--- src/rtl/pwt_defines.svh ---
// Constants of the periodic wakeup timer: offsets, fields, reset values, timing.
`ifndef PWT_DEFINES_SVH
`define PWT_DEFINES_SVH

// ----------------------------------------------------------------------------
// Register offsets (byte addresses, one aligned word each)
// ----------------------------------------------------------------------------
`define PWT_OFS_CTRL 4'h0
`define PWT_OFS_IRQ_STATUS 4'h4
`define PWT_OFS_IRQ_MASK 4'h8

// ----------------------------------------------------------------------------
// Control register fields
// ----------------------------------------------------------------------------
`define PWT_BIT_FLAG 7
`define PWT_BIT_CLEAR 6
`define PWT_BIT_CLKSEL 5
`define PWT_BIT_IRQEN 4
`define PWT_PER_HI 2
`define PWT_PER_LO 0
`define PWT_BIT_EVT 0

// ----------------------------------------------------------------------------
// Reset values
// ----------------------------------------------------------------------------
`define PWT_RST_CLKSEL 1'h0
`define PWT_RST_IRQEN 1'h0
`define PWT_RST_PERIOD 3'h0
`define PWT_RST_MASK 1'h0
`define PWT_PER_OFF 3'h0

// ----------------------------------------------------------------------------
// Timing: internal tick 1.15 ms, base period is 8 ticks (9.2 ms)
// ----------------------------------------------------------------------------
`define PWT_CLK_HZ 10000000
`define PWT_TICK_NS 1150000
`define PWT_TICK_CYC ((`PWT_TICK_NS * (`PWT_CLK_HZ / 1000000)) / 1000)
`define PWT_INT_BASE_TICKS 8
`define PWT_CNT_W 16

// ----------------------------------------------------------------------------
// External source: edges per period for codes one to seven, zero when stopped
// ----------------------------------------------------------------------------
`define PWT_EXT_EDGES_OFF 16'h0000
`define PWT_EXT_EDGES_1 16'h0100
`define PWT_EXT_EDGES_2 16'h0400
`define PWT_EXT_EDGES_3 16'h0800
`define PWT_EXT_EDGES_4 16'h1000
`define PWT_EXT_EDGES_5 16'h2000
`define PWT_EXT_EDGES_6 16'h4000
`define PWT_EXT_EDGES_7 16'h8000

`endif

--- src/rtl/pwt_pkg.sv ---
// Types shared by the periodic wakeup timer.
package pwt_pkg;
    // Control register view of the timer
    typedef struct packed {
        logic       clock_select;
        logic       irq_enable;
        logic [2:0] period_select;
    } pwt_ctrl_s;
endpackage

--- src/rtl/pwt_periodic_wakeup_timer.sv ---
// Periodic wakeup timer with a classic Wishbone register slave.
// Contract
// - Bit 7 reads the timeout flag, set on expiry, read-only.
// - Writing one to bit 6 clears the timeout flag.
// - Writing zero to bit 6 changes nothing; bit 6 reads zero.
// - Bit 5 picks tick source: zero internal oscillator, one external clock.
// - Bit 4 enables the timer interrupt request.
// - Bits 2 to 0 select the period, meaning depends on source.
// - Internal codes give 9.2 ms doubling up to 1177.6 ms; zero runs.
// - External source with code zero stops the timer entirely.
// - External codes one to seven multiply external period by 256..32768.
// - Internal tick runs independently of other clocks in the device; here it is divided down from clk_i.
// - Unimplemented control bits ignore writes and read zero.
//
// The Wishbone interface to the registers and the register addresses were chosen for this implementation.
`timescale 1ns/10ps
`include "pwt_defines.svh"

module pwt_periodic_wakeup_timer (
    // Clock and reset
    input wire logic clk_i,
    input wire logic rst_i,
    // Wishbone slave
    input wire logic cyc_i,
    input wire logic stb_i,
    input wire logic we_i,
    input wire logic [3:0] adr_i,
    input wire logic [3:0] sel_i,
    input wire logic [31:0] dat_i,
    output logic [31:0] dat_o,
    output logic ack_o,
    // External tick source (pin, asynchronous)
    input wire logic ext_clk_i,
    // Interrupt request and flag
    output logic irq_o,
    output logic timeout_o
);

    // ------------------------------------------------------------------------
    // Declarations
    // ------------------------------------------------------------------------
    pwt_pkg::pwt_ctrl_s ctrl_q;
    logic wakeup_timeout_flag_q;
    logic evt_status_q;
    logic evt_mask_q;
    logic [15:0] tick_div_q;
    logic int_tick;
    logic [2:0] ext_sync_q;
    logic ext_tick;
    logic [`PWT_CNT_W-1:0] per_cnt_q;
    logic [`PWT_CNT_W-1:0] per_limit;
    logic tick;
    logic expire;
    logic req;
    logic wr_ctrl;
    logic wr_stat;
    logic wr_mask;
    logic [31:0] rd_data;
    logic src_change_q;
    logic wr_any;
    logic rd_en;
    logic [`PWT_CNT_W-1:0] per_cnt_d;
    logic [`PWT_CNT_W-1:0] ext_limit;
    logic [`PWT_CNT_W-1:0] int_limit;
    logic ext_off;
    logic restart;
    logic flag_d;
    logic status_d;
    logic irq_cause;

    // ------------------------------------------------------------------------
    // Bus decode
    // ------------------------------------------------------------------------
    // One-cycle acknowledge; request taken when ack is low
    assign req = cyc_i && stb_i && !ack_o;

    // Writes need the low byte lane, where every field lives
    assign wr_any = req && we_i && sel_i[0];
    assign rd_en = req && !we_i;

    // One write strobe per register
    assign wr_ctrl = wr_any && (adr_i == `PWT_OFS_CTRL);
    assign wr_stat = wr_any && (adr_i == `PWT_OFS_IRQ_STATUS);
    assign wr_mask = wr_any && (adr_i == `PWT_OFS_IRQ_MASK);

    // Ack generation
    always_ff @(posedge clk_i) begin
        if (rst_i) begin
            ack_o <= 1'b0;
        end else begin
            ack_o <= req;
        end
    end

    // Read mux; unmapped addresses read zero
    always_comb begin
        rd_data = 32'h0000_0000;
        unique case (adr_i)
            `PWT_OFS_CTRL: begin
                rd_data[`PWT_BIT_FLAG] = wakeup_timeout_flag_q;
                rd_data[`PWT_BIT_CLEAR] = 1'b0;
                rd_data[`PWT_BIT_CLKSEL] = ctrl_q.clock_select;
                rd_data[`PWT_BIT_IRQEN] = ctrl_q.irq_enable;
                rd_data[`PWT_PER_HI:`PWT_PER_LO] = ctrl_q.period_select;
            end
            `PWT_OFS_IRQ_STATUS: begin
                rd_data[`PWT_BIT_EVT] = evt_status_q;
            end
            `PWT_OFS_IRQ_MASK: begin
                rd_data[`PWT_BIT_EVT] = evt_mask_q;
            end
            default: begin
                rd_data = 32'h0000_0000;
            end
        endcase
    end

    // Read data register
    always_ff @(posedge clk_i) begin
        if (rst_i) begin
            dat_o <= 32'h0000_0000;
        end else if (rd_en) begin
            dat_o <= rd_data;
        end else begin
            dat_o <= 32'h0000_0000;
        end
    end

    // ------------------------------------------------------------------------
    // Control register
    // ------------------------------------------------------------------------
    // Writable fields; bit 3 and other positions are not stored
    always_ff @(posedge clk_i) begin
        if (rst_i) begin
            ctrl_q.clock_select <= `PWT_RST_CLKSEL;
            ctrl_q.irq_enable <= `PWT_RST_IRQEN;
            ctrl_q.period_select <= `PWT_RST_PERIOD;
        end else if (wr_ctrl) begin
            ctrl_q.clock_select <= dat_i[`PWT_BIT_CLKSEL];
            ctrl_q.irq_enable <= dat_i[`PWT_BIT_IRQEN];
            ctrl_q.period_select <= dat_i[`PWT_PER_HI:`PWT_PER_LO];
        end
    end

    // Restart the period count the cycle after any control register write
    always_ff @(posedge clk_i) begin
        if (rst_i) begin
            src_change_q <= 1'b0;
        end else begin
            src_change_q <= wr_ctrl;
        end
    end

    // ------------------------------------------------------------------------
    // Tick sources
    // ------------------------------------------------------------------------
    // Internal oscillator model: free-running divider, never gated by software
    always_ff @(posedge clk_i) begin
        if (rst_i) begin
            tick_div_q <= 16'h0000;
        end else if (int_tick) begin
            tick_div_q <= 16'h0000;
        end else begin
            tick_div_q <= tick_div_q + 16'h0001;
        end
    end
    assign int_tick = (tick_div_q == 16'(`PWT_TICK_CYC - 1));

    // External clock: two-stage synchroniser, edge taken from stages two and three
    always_ff @(posedge clk_i) begin
        if (rst_i) begin
            ext_sync_q <= 3'h0;
        end else begin
            ext_sync_q <= {ext_sync_q[1:0], ext_clk_i};
        end
    end
    assign ext_tick = ext_sync_q[1] && !ext_sync_q[2];

    // Source select
    assign tick = ctrl_q.clock_select ? ext_tick : int_tick;

    // ------------------------------------------------------------------------
    // Period counter
    // ------------------------------------------------------------------------
    // External source: edges per period for each code, zero means stopped
    always_comb begin
        unique case (ctrl_q.period_select)
            3'h1: ext_limit = `PWT_EXT_EDGES_1;
            3'h2: ext_limit = `PWT_EXT_EDGES_2;
            3'h3: ext_limit = `PWT_EXT_EDGES_3;
            3'h4: ext_limit = `PWT_EXT_EDGES_4;
            3'h5: ext_limit = `PWT_EXT_EDGES_5;
            3'h6: ext_limit = `PWT_EXT_EDGES_6;
            3'h7: ext_limit = `PWT_EXT_EDGES_7;
            default: ext_limit = `PWT_EXT_EDGES_OFF;
        endcase
    end

    // Internal source: eight ticks (9.2 ms) doubled per code, up to 1177.6 ms
    assign int_limit = 16'(`PWT_INT_BASE_TICKS) << ctrl_q.period_select;

    // Ticks per period for the selected source
    assign per_limit = ctrl_q.clock_select ? ext_limit : int_limit;

    // External source with code zero holds the timer still
    assign ext_off = ctrl_q.clock_select && (ctrl_q.period_select == `PWT_PER_OFF);

    // Control writes and a stopped external source hold the count at zero
    assign restart = src_change_q || ext_off;

    // Last tick of a period; a zero limit never expires
    assign expire = tick && (per_limit != `PWT_EXT_EDGES_OFF)
                    && (per_cnt_q == per_limit - 16'h0001);

    // Next count: cleared on restart and on expiry, so timing repeats
    always_comb begin
        per_cnt_d = per_cnt_q;
        if (restart || expire) begin
            per_cnt_d = 16'h0000;
        end else if (tick) begin
            per_cnt_d = per_cnt_q + 16'h0001;
        end
    end

    // Period counter register
    always_ff @(posedge clk_i) begin
        if (rst_i) begin
            per_cnt_q <= 16'h0000;
        end else begin
            per_cnt_q <= per_cnt_d;
        end
    end

    // ------------------------------------------------------------------------
    // Flags and interrupt
    // ------------------------------------------------------------------------
    // Timeout flag next value; expiry wins over a clear in the same cycle
    always_comb begin
        flag_d = wakeup_timeout_flag_q;
        if (expire) begin
            flag_d = 1'b1;
        end else if (wr_ctrl && dat_i[`PWT_BIT_CLEAR]) begin
            flag_d = 1'b0;
        end
    end

    // Timeout flag register
    always_ff @(posedge clk_i) begin
        if (rst_i) begin
            wakeup_timeout_flag_q <= 1'b0;
        end else begin
            wakeup_timeout_flag_q <= flag_d;
        end
    end

    // Sticky event status next value, write one to clear, set wins
    always_comb begin
        status_d = evt_status_q;
        if (expire) begin
            status_d = 1'b1;
        end else if (wr_stat && dat_i[`PWT_BIT_EVT]) begin
            status_d = 1'b0;
        end
    end

    // Event status register
    always_ff @(posedge clk_i) begin
        if (rst_i) begin
            evt_status_q <= 1'b0;
        end else begin
            evt_status_q <= status_d;
        end
    end

    // Event mask
    always_ff @(posedge clk_i) begin
        if (rst_i) begin
            evt_mask_q <= `PWT_RST_MASK;
        end else if (wr_mask) begin
            evt_mask_q <= dat_i[`PWT_BIT_EVT];
        end
    end

    // ------------------------------------------------------------------------
    // Outputs
    // ------------------------------------------------------------------------
    // Interrupt cause: enabled flag or unmasked event status
    assign irq_cause = (wakeup_timeout_flag_q && ctrl_q.irq_enable)
                       || (evt_status_q && evt_mask_q);

    // Interrupt request output, registered
    always_ff @(posedge clk_i) begin
        if (rst_i) begin
            irq_o <= 1'b0;
        end else begin
            irq_o <= irq_cause;
        end
    end

    // Timeout flag copy on a pin, registered
    always_ff @(posedge clk_i) begin
        if (rst_i) begin
            timeout_o <= 1'b0;
        end else begin
            timeout_o <= wakeup_timeout_flag_q;
        end
    end

endmodule // pwt_periodic_wakeup_timer

--- config.mk ---
export PLATFORM = sky130hd
export DESIGN_NAME = pwt_periodic_wakeup_timer
export DESIGN_NICKNAME = d
export VERILOG_FILES = /design/src/rtl/pwt_pkg.sv /design/src/rtl/pwt_periodic_wakeup_timer.sv
export VERILOG_INCLUDE_DIRS = /design/src /design/src/rtl
export SDC_FILE = /design/constraint.sdc
export NUM_CORES = 1
export LEC_CHECK = 0
export BUFFER_PORTS_ARGS = -buffer_cell sky130_fd_sc_hd__buf_2
export CAP_MARGIN = 0
export CORE_MARGIN = 10
export CORE_UTILIZATION = 50
export DETAILED_ROUTE_END_ITERATION = 12
export PLACE_DENSITY = 0.76
export SETUP_SLACK_MARGIN = 0.3
export SYNTH_ARGS = -nofsm -noshare
export SYNTH_HDL_FRONTEND = slang
export SYNTH_SLANG_ARGS = --single-unit
--- constraint.sdc ---
create_clock -name clk_i -period 3.91 [get_ports clk_i]
set_clock_uncertainty 0.1 [all_clocks]
set_input_delay 0.391 -clock clk_i [delete_from_list [all_inputs] [get_ports clk_i]]
set_output_delay 0.391 -clock clk_i [all_outputs]
set_load 0.01 [all_outputs]
* After elaboration in Yosys (flattened, before gate mapping)
Index checks and enable logic that the tools add are counted. W data, S select, Z words.
Word-level totals: output and inout bits 35, bits in registers 79
Operators by class: $add $sub $neg 3, shift-type cells 1, muxes and demuxes 8, bitwise gates (word level) 2, reduce and logical (&&, ||, !) cells 31, equality and inequality tests 11
Operators by type and width (count):
- $pmux W16 S7 | 1
- $add A16 B1 Y16 const B | 2
- $eq A16 B14 Y1 const B | 1
- $eq A16 B16 Y1 | 1
- $logic_and A1 B1 Y1 | 16
- $mux W16 | 1
- $reduce_bool A16 Y1 | 1
- $shl A4 B3 Y16 const A | 1
- $sub A16 B1 Y16 const B | 1
- $eq A3 B3 Y1 const B | 4
- $eq A3 B2 Y1 const B | 2
- $reduce_or A2 Y1 | 3
- $mux W1 | 5
- $eq A4 B3 Y1 const B | 1
- $eq A4 B4 Y1 const B | 1
- $logic_not A4 Y1 | 1
- $reduce_bool A2 Y1 | 2
- $eq A3 B1 Y1 const B | 1
- $logic_not A1 Y1 | 3
- $logic_not A3 Y1 | 1
- $logic_or A1 B1 Y1 | 3
- $pmux W1 S3 | 1
- $reduce_or A3 Y1 | 1
- $not A1 Y1 | 2

* Longest topological paths before layout
Gate-level depths: netlist of the first run.
depth after elaboration 8, mapped depth 14, depth with buffers taken out 9

* Worst setup path before layout of the first run
OpenSTA, ideal clock, no wires.
kind register -> register, start register ctrl_q[4] (netlist bit), end register per_cnt_q[0], data required time 3.678 ns, buffers on the path 5, arrival time 2.953 ns, library setup time 0.132 ns, cell stages (with the launch flop) 15, setup slack 0.725 ns, cells stage by stage dfxtp_1 > clkbuf_1 > buf_2 > buf_2 > nor2_1 > nand2_1 > ha_1 > buf_2 > xnor2_1 > nand2_1 > a221oi_1 > or4bb_1 > nor4_4 > buf_4 > nor3_1
Between the ends: longest elaborated chain between the ends 6, elaborated cells on any way between the ends 11, classes of those cells 1 x add/sub; 1 x eq/ne; 2 x mux; 7 x reduce/logical
RTL lines:
- from (decl) | RTL line pwt_periodic_wakeup_timer.sv:42 | pwt_pkg::pwt_ctrl_s ctrl_q;
- $mux W16 | RTL line pwt_periodic_wakeup_timer.sv:203 | assign per_limit = ctrl_q.clock_select ? ext_limit : int_limit;
- $sub A16 B1 Y16 or $reduce_bool A16 Y1 (tied branches)
- $eq A16 B16 Y1 or $logic_and A1 B1 Y1 (tied branches) | RTL line pwt_periodic_wakeup_timer.sv:213, pwt_periodic_wakeup_timer.sv:212
- $logic_and A1 B1 Y1 | RTL line pwt_periodic_wakeup_timer.sv:212 | assign expire = tick && (per_limit != `PWT_EXT_EDGES_OFF)
- $logic_or A1 B1 Y1 | RTL line pwt_periodic_wakeup_timer.sv:218 | if (restart || expire) begin
- $reduce_or A2 Y1 (no line)
- to (signal assigned) | RTL line pwt_periodic_wakeup_timer.sv:230 | per_cnt_q <= per_cnt_d;
- to (decl) | RTL line pwt_periodic_wakeup_timer.sv:50 | logic [`PWT_CNT_W-1:0] per_cnt_q;
Parallel ways exist; a longest one is shown, timed or not. A chain may end at the register's enable or synchronous reset.

* Worst setup path after layout of the first run
start register ctrl_q[1] (netlist bit), end register evt_status_q
Between the ends: longest elaborated chain between the ends 7, elaborated cells on any way between the ends 17, classes of those cells 1 x add/sub; 8 x eq/ne; 1 x shift; 3 x mux; 4 x reduce/logical
RTL lines:
- $eq A3 B3 Y1 (tied with other cells) | RTL line pwt_periodic_wakeup_timer.sv:187 | unique case (ctrl_q.period_select)
- $pmux W16 S7 | RTL line pwt_periodic_wakeup_timer.sv:187
- $mux W16 * | RTL line pwt_periodic_wakeup_timer.sv:203
- $sub A16 B1 Y16 or $reduce_bool A16 Y1 (tied branches)
- $eq A16 B16 Y1 or $logic_and A1 B1 Y1 (tied branches) | RTL line pwt_periodic_wakeup_timer.sv:213, pwt_periodic_wakeup_timer.sv:212
- $logic_and A1 B1 Y1 * | RTL line pwt_periodic_wakeup_timer.sv:212
- $mux W1 or $reduce_bool A2 Y1 (tied branches)
- to (signal assigned) | RTL line pwt_periodic_wakeup_timer.sv:271 | evt_status_q <= status_d;
- to (decl) | RTL line pwt_periodic_wakeup_timer.sv:44 | logic evt_status_q;
Every way passes the cells marked *; elsewhere a longest branch is shown, timed or not.

==> results of run 1 <==
[metal layers]
layer	wire length, µm	share of wire, %
met3	515	8.4
met4	76	1.2
met1	2760	45
met2	2800	46
met5	0	0
[worst max-delay path: stages (launching register included)]
cell      delay [ns]
dfxtp_1         0.42
buf_4           0.23
nor2_1          0.09
nand2_1         0.06
ha_1            0.35
or3b_1          0.40
a211oi_1        0.27
o22ai_1         0.12
or4bb_1         0.57
or4_4           0.48
a21oi_2         0.12
[state kept, by name, indices dropped and copies added, names as in the netlist]
signal	count
evt_status_q	1
evt_mask_q	1
per_cnt_q	16
tick_div_q	16
ack_o	1
ctrl_q	5
timeout_o	1
irq_o	1
dat_o	6
src_change_q	1
ext_sync_q	3
wakeup_timeout_flag_q	1
[per-stage QoR]
step           utilization (%)  instance area, µm²  setup WS [ns]  hold WS (ns)  total power (µW)
2_1_floorplan                -                3130          0.725         0.314               612
3_3_place_gp              51.9                3070          0.596         0.333               606
3_5_place_dp              51.9                3070          0.550         0.354               606
4_1_cts                   53.8                3180          0.534         0.160               975
5_1_grt                   53.8                3180          0.366         0.158              1000
6_report                  53.8                3180          0.616         0.163               979
[cell usage after synthesis (all sizes together) (6+ instances only)]
| master | count | area [µm²] |
|---|---|---|
| nand3 | 9 | 45.0 |
| mux2i | 11 | 110 |
| nor3 | 25 | 130 |
| buf | 37 | 258 |
| nor4 | 10 | 92.6 |
| xor2 | 12 | 105 |
| nand4 | 8 | 50.1 |
| inv | 10 | 37.5 |
| xnor2 | 18 | 158 |
| nor2 | 37 | 139 |
| nor2b | 9 | 56.3 |
| a21oi | 16 | 91.3 |
| nand2 | 23 | 86.3 |
| clkbuf | 12 | 45.0 |
| o21ai | 6 | 30.0 |
| dfxtp | 53 | 1060 |
| or3 | 7 | 43.8 |
[final cells by class]
type | count | area [µm²] | area share [%]
Inverter | 10 | 37.5 | 1.18
Sequential cell | 53 | 1060 | 33.4
Clock inverter | 2 | 38.8 | 1.22
Clock buffer | 6 | 72.6 | 2.28
Tap cell | 75 | 93.8 | 2.95
Timing Repair Buffer | 29 | 155 | 4.87
Multi-Input combinational cell | 277 | 1720 | 54.1
[logic make-up after synthesis]
group	synth area share, %
simple gates	28.9
buf+inv	11.2
flops	35.0
compound gates	11.2
xor+xnor	8.67
mux	3.63
fa+ha+maj	1.24
other cells	0.124
[power groups by stage]
stage               clock, µW  sequential, µW  combinational [µW]
floorplan                   0             559                52.7
global placement            0             560                46.0
finish                    383             547                48.1
CTS                       381             547                46.7
global route              401             548                53.4
detailed placement          0             560                46.5
[worst min path at each step]
stage / from / to / slack, ns / cells past startpoint
after floorplan: ext_sync_q[0] / ext_sync_q[1] / 0.31 / 1
after global placement: ext_sync_q[0] / ext_sync_q[1] / 0.33 / 1
after detailed placement: ext_sync_q[0] / ext_sync_q[1] / 0.35 / 1
after CTS: adr_i[0] / dat_o[0] / 0.16 / 2
after global routing: adr_i[0] / dat_o[0] / 0.16 / 2
final: adr_i[0] / dat_o[0] / 0.16 / 2
[layout by cell type, fill, tap and decap left out, types with 3 or more instances in the layout]
master / count
dfxtp_1: 52
nor2_1: 37
conb_1: 26
buf_2: 25
nor3_1: 24
nand2_1: 23
xnor2_1: 18
a21oi_1: 13
xor2_1: 12
mux2i_1: 11
inv_1: 10
nor2b_1: 9
nand3_1: 9
nand4_1: 8
nor4_1: 8
or3_1: 7
o21ai_0: 6
clkbuf_8: 5
nand4b_1: 4
a31oi_1: 4
buf_4: 4
a21oi_2: 3
o21a_1: 3
and3_1: 3
or2_2: 3
ha_1: 3
==> results.sh, run 1 <==
export IMPL_via_count=2454
export IMPL_grt_overflow_total=0
export IMPL_hpwlAfterDp_um=4460
export IMPL_drt_iter0_markers=163
export IMPL_grt_antenna_before_repair=0
export IMPL_ctsHtreeMaxLevel=2
export IMPL_synthFlopType="dfxtp_1"
export IMPL_crit_start="ctrl_q[1]"
export IMPL_async_flop_share_pct=0
export IMPL_hp_class="in -> reg"
export IMPL_synthCells=364
export IMPL_synth_distinct_cells=59
export IMPL_fin_crit_sh_pct=84.2
export IMPL_row_count=28
export IMPL_drv_cap=0
export IMPL_die_w_um=97.9
export IMPL_p_sw_share_pct=23.3
export IMPL_status="finished, final reports clean"
export IMPL_vias_per_cell=5.43
export IMPL_slew_violations=0
export IMPL_grt_use_met3_pct=4.02
export IMPL_internal_power_uw=751
export IMPL_grt_pass1_wl_um=10200
export IMPL_cts_buffer_depth=2
export IMPL_slew_headroom_pct=53.4
export IMPL_crit_type="reg -> reg"
export IMPL_fin_crit_ns=3.29
export IMPL_synth_seq_area_share_pct=35.0
export IMPL_power_density_nw_per_um2=307
export IMPL_busiest_layer="met2"
export IMPL_yosysWarnings=0
export IMPL_grtUsageTotal_pct=12.2
export IMPL_routed_wl_um=6160
export IMPL_cts_setup_buffers=0
export IMPL_clock_sinks=53
export IMPL_dieArea_um2=9580
export IMPL_cts_tree="yes"
export IMPL_grt_pass1_vias=2211
export IMPL_crit_end="evt_status_q"
export IMPL_pwr_share_clk_pct=39.1
export IMPL_cts_buffers=5
export IMPL_crit_fanout=15
export IMPL_cp_end_kind="register"
export IMPL_required_ns=4.07
export IMPL_start_util_pct=51.2
export IMPL_clk_pin_slew_ns=0.10
export IMPL_detail_route_antenna_nets=0
export IMPL_rrSetupSlack_ns=0.62
export IMPL_grt_use_met2_pct=19.2
export IMPL_syn_to_final_growth_pct=5.03
export IMPL_p_leak_uw=0.00116
export IMPL_grt_util_met1_pct=15.1
export IMPL_reg2reg_from="ctrl_q[1]"
export IMPL_grt_max_degree=27
export IMPL_finalHoldViolations=0
export IMPL_drive_gt1_share_pct=13.8
export IMPL_insertion_delay_ns=0.32
export IMPL_ir_worst_vdd_mv=0.255
export IMPL_cp_start_kind="register"
export IMPL_cts_hold_buffers_added=0
export IMPL_synth_edf_count=0
export IMPL_p_seq_share_pct=55.9
export IMPL_routedWlPerCell_um=13.6
export IMPL_cp_arrival_ns=3.46
export IMPL_r2r_end="evt_status_q"
export IMPL_drc_errors=0
export IMPL_syn_area_per_cell_um2=8.33
export IMPL_io_pins=81
export IMPL_first_pass_iters=4
export IMPL_num_antenna_cells=0
export IMPL_finalSetupViolations=0
export IMPL_synth_seq_cells=53
export IMPL_worst_pin_slew_ns=0.699
export IMPL_ff2ff_path_depth=10
export IMPL_die_h_um=97.9
export IMPL_cts_root_buffer="clkbuf_8"
export IMPL_final_cell_count_no_fill=452
export IMPL_nets=425
export IMPL_rsz0062_at_grt="no"
export IMPL_setup_tns_ns=0
export IMPL_fillers=544
export IMPL_cts_resized=0
export IMPL_p_comb_share_pct=4.9
export IMPL_gp_congestion=0.836
export IMPL_syn_cell_area_um2=3030
export IMPL_switchingPower_uw=228
export IMPL_fmax_mhz=304
export IMPL_dp_cells=444
export IMPL_port_buffers=25
export IMPL_core_area_um2=5920
No activity file was read; power rests on OpenSTA's default activity.
==> inputs of run 2 (changes only) <==
CORE_UTILIZATION = 48   (was 50)
PLACE_DENSITY = 0.77   (was 0.76)
clock period = 2.75 ns   (was 3.91 ns; I/O delays follow)
==> run 2 against run 1 <==
  * The flow now finishes with violations (setup timing)
  * Non-clock buffer count is 14 higher
  * Utilization is 2.7 points higher
  * Critical path depth is 1 lower
  * Routed wire length is 11% higher
  * Sequential power is 42% higher
  * Power is 32% higher
  * Clock power is 16% higher
  * First-iteration DRC count is 8.6% lower
  * Sequential share of layout area is 2.1 points lower
  * Flip-flop and latch count stayed put
  * Final area is 6.9% higher
  * Register-to-register slack worse by 0.65 ns
==> results.sh, run 2 (synthesis gave the netlist of run 1 again) <==
export IMPL_status="finished with violations"
export IMPL_violations="setup timing"
export IMPL_fmax_mhz=360
export IMPL_final_cell_mix="dfxtp_1 (51), nor2_1 (36), conb_1 (26)"
export IMPL_hold_ws_ns=0.0644
export IMPL_slew_headroom_pct=47.3
export IMPL_ir_worst_vdd_mv=0.384
export IMPL_required_ns=2.89
export IMPL_grtUsageTotal_pct=13.5
export IMPL_cp_start_kind="register"
export IMPL_crit_fanout=3
export IMPL_rsz0062_at_grt="yes"
export IMPL_worst_pin_slew_ns=0.790
export IMPL_insertion_delay_ns=0.31
export IMPL_slowest_stage="or4bb_4"
export IMPL_drc_errors=0
export IMPL_ctsHtreeMaxLevel=2
export IMPL_finalSetupViolations=2
export IMPL_grt_pass1_wl_um=11500
export IMPL_fin_crit_ns=2.78
export IMPL_die_h_um=99.5
export IMPL_wl_met3_um=282
export IMPL_finish_instance_area_um2=3400
export IMPL_nets=439
export IMPL_cts_tree="yes"
export IMPL_drt_iter0_markers=149
export IMPL_cts_buffer_depth=2
export IMPL_hp_class="in -> reg"
export IMPL_power_density_nw_per_um2=381
export IMPL_cts_buffers=5
export IMPL_crit_type="reg -> reg"
export IMPL_cts_root_buffer="clkbuf_8"
export IMPL_final_common_cell="dfxtp_1"
export IMPL_detail_route_antenna_nets=0
export IMPL_route_met2_wl_um=3420
export IMPL_die_w_um=99.5
export IMPL_slew_violations=0
export IMPL_power_uw=1300
export IMPL_core_area_um2=6030
export IMPL_clk_pin_slew_ns=0.10
export IMPL_drive_gt1_share_pct=23.3
export IMPL_top_layer="met4"
export IMPL_routed_wl_um=6810
export IMPL_hpwlAfterDp_um=4890
export IMPL_start_util_pct=50.3
export IMPL_finalHoldViolations=0
export IMPL_detailed_place_area_um2=3190
export IMPL_vias_per_cell=5.44
export IMPL_dieArea_um2=9890
export IMPL_grt_overflow_total=0
export IMPL_final_util_pct=56.5
export IMPL_grt_max_degree=27
export IMPL_num_antenna_cells=0
export IMPL_row_count=28
export IMPL_top_regs="per_cnt_q: 16 flops, tick_div_q: 16 flops, dat_o: 6 flops"
export IMPL_post_place_ws_ns=-0.161
export IMPL_whs_path_depth=2
export IMPL_critPathMaxStageDelay_ns=0.54
export IMPL_finalWorstSetupSlack_ns=-0.0313
export IMPL_io_pins=81
export IMPL_fin_crit_sh_pct=101
export IMPL_path_cells="nor2b_4 -> nand2_1 -> ha_2 -> or3b_1 -> a211oi_2 -> o22ai_1 -> or4bb_4 -> or4_4 -> a21oi_2"
export IMPL_port_buffers=25
export IMPL_syn_to_final_growth_pct=12.3
export IMPL_ff2ff_path_depth=9
export IMPL_grt_pass1_vias=2475
export IMPL_first_pass_iters=4
export IMPL_p_leak_uw=0.00124
export IMPL_cp_arrival_ns=2.93
export IMPL_clock_sinks=53
export IMPL_wl_met1_um=3030
export IMPL_drv_cap=0
export IMPL_cp_end_kind="register"
export IMPL_grt_antenna_before_repair=0
export IMPL_via_count=2537
export IMPL_gp_congestion=0.875
export IMPL_routedWlPerCell_um=14.6
-- run 2: worst paths after layout --
| kind | to | slack, ns | from |
|---|---|---|---|
| worst max-delay path | wakeup_timeout_flag_q | -0.03 | ctrl_q[0] |
| worst min-delay path | dat_o[0] | 0.06 | adr_i[0] |
| worst max register to register | wakeup_timeout_flag_q | -0.03 | ctrl_q[0] |
| worst min register to register | ext_sync_q[1] | 0.34 | ext_sync_q[0] |
-- run 2: metrics by stage --
stage / setup TNS, ns / instances
6_report: -0.0438 / 466
4_1_cts: -0.0109 / 464
3_5_place_dp: -2.51 / 454
5_1_grt: -1.85 / 466
2_1_floorplan: -4.37 / 389
3_3_place_gp: -1.30 / 454
-- run 2: timing repair --
| action | in CTS | in global routing |
|---|---|---|
| setup endpoints to repair | 17 | 17 |
| buffers inserted | 2 | 2 |
| pin swaps | 3 | 1 |
| hold buffers | 0 | 0 |
| resized for setup | 20 | 1 |
-- run 2: final cells by class --
type,instances,area (µm²)
fillers,533,2620
multi-input cells,277,1850
flip-flops and latches,53,1060
repair buffers,43,273
well taps,75,93.8
clock buffers,5,68.8
inverters,10,37.5
clock inverters,3,21.3
-- run 2: where the power goes --
part	switching, µW	leakage (µW)	internal [µW]	total [µW]
Combinational	50.8	0.000767	22.2	73.0
Sequential	4.90	0.000429	773	778
Clock	263	0.0000445	181	444
Total	318	0.00124	977	1300
-- run 2: per-layer routing --
metal	vias up	track usage [%]
li1	1277	-
met1	1213	16.3
met2	38	22.7
met3	9	3.32
met4	0	4.30
met5	-	0
-- run 2: critical path: cells and delay by family (launching register included) --
kind,cells,cell delay (ns)
AND/OR/NAND/NOR,5,1.56
AO/OA/AOI/OAI,3,0.51
flip-flops,1,0.36
adder cells (fa/ha/maj),1,0.17
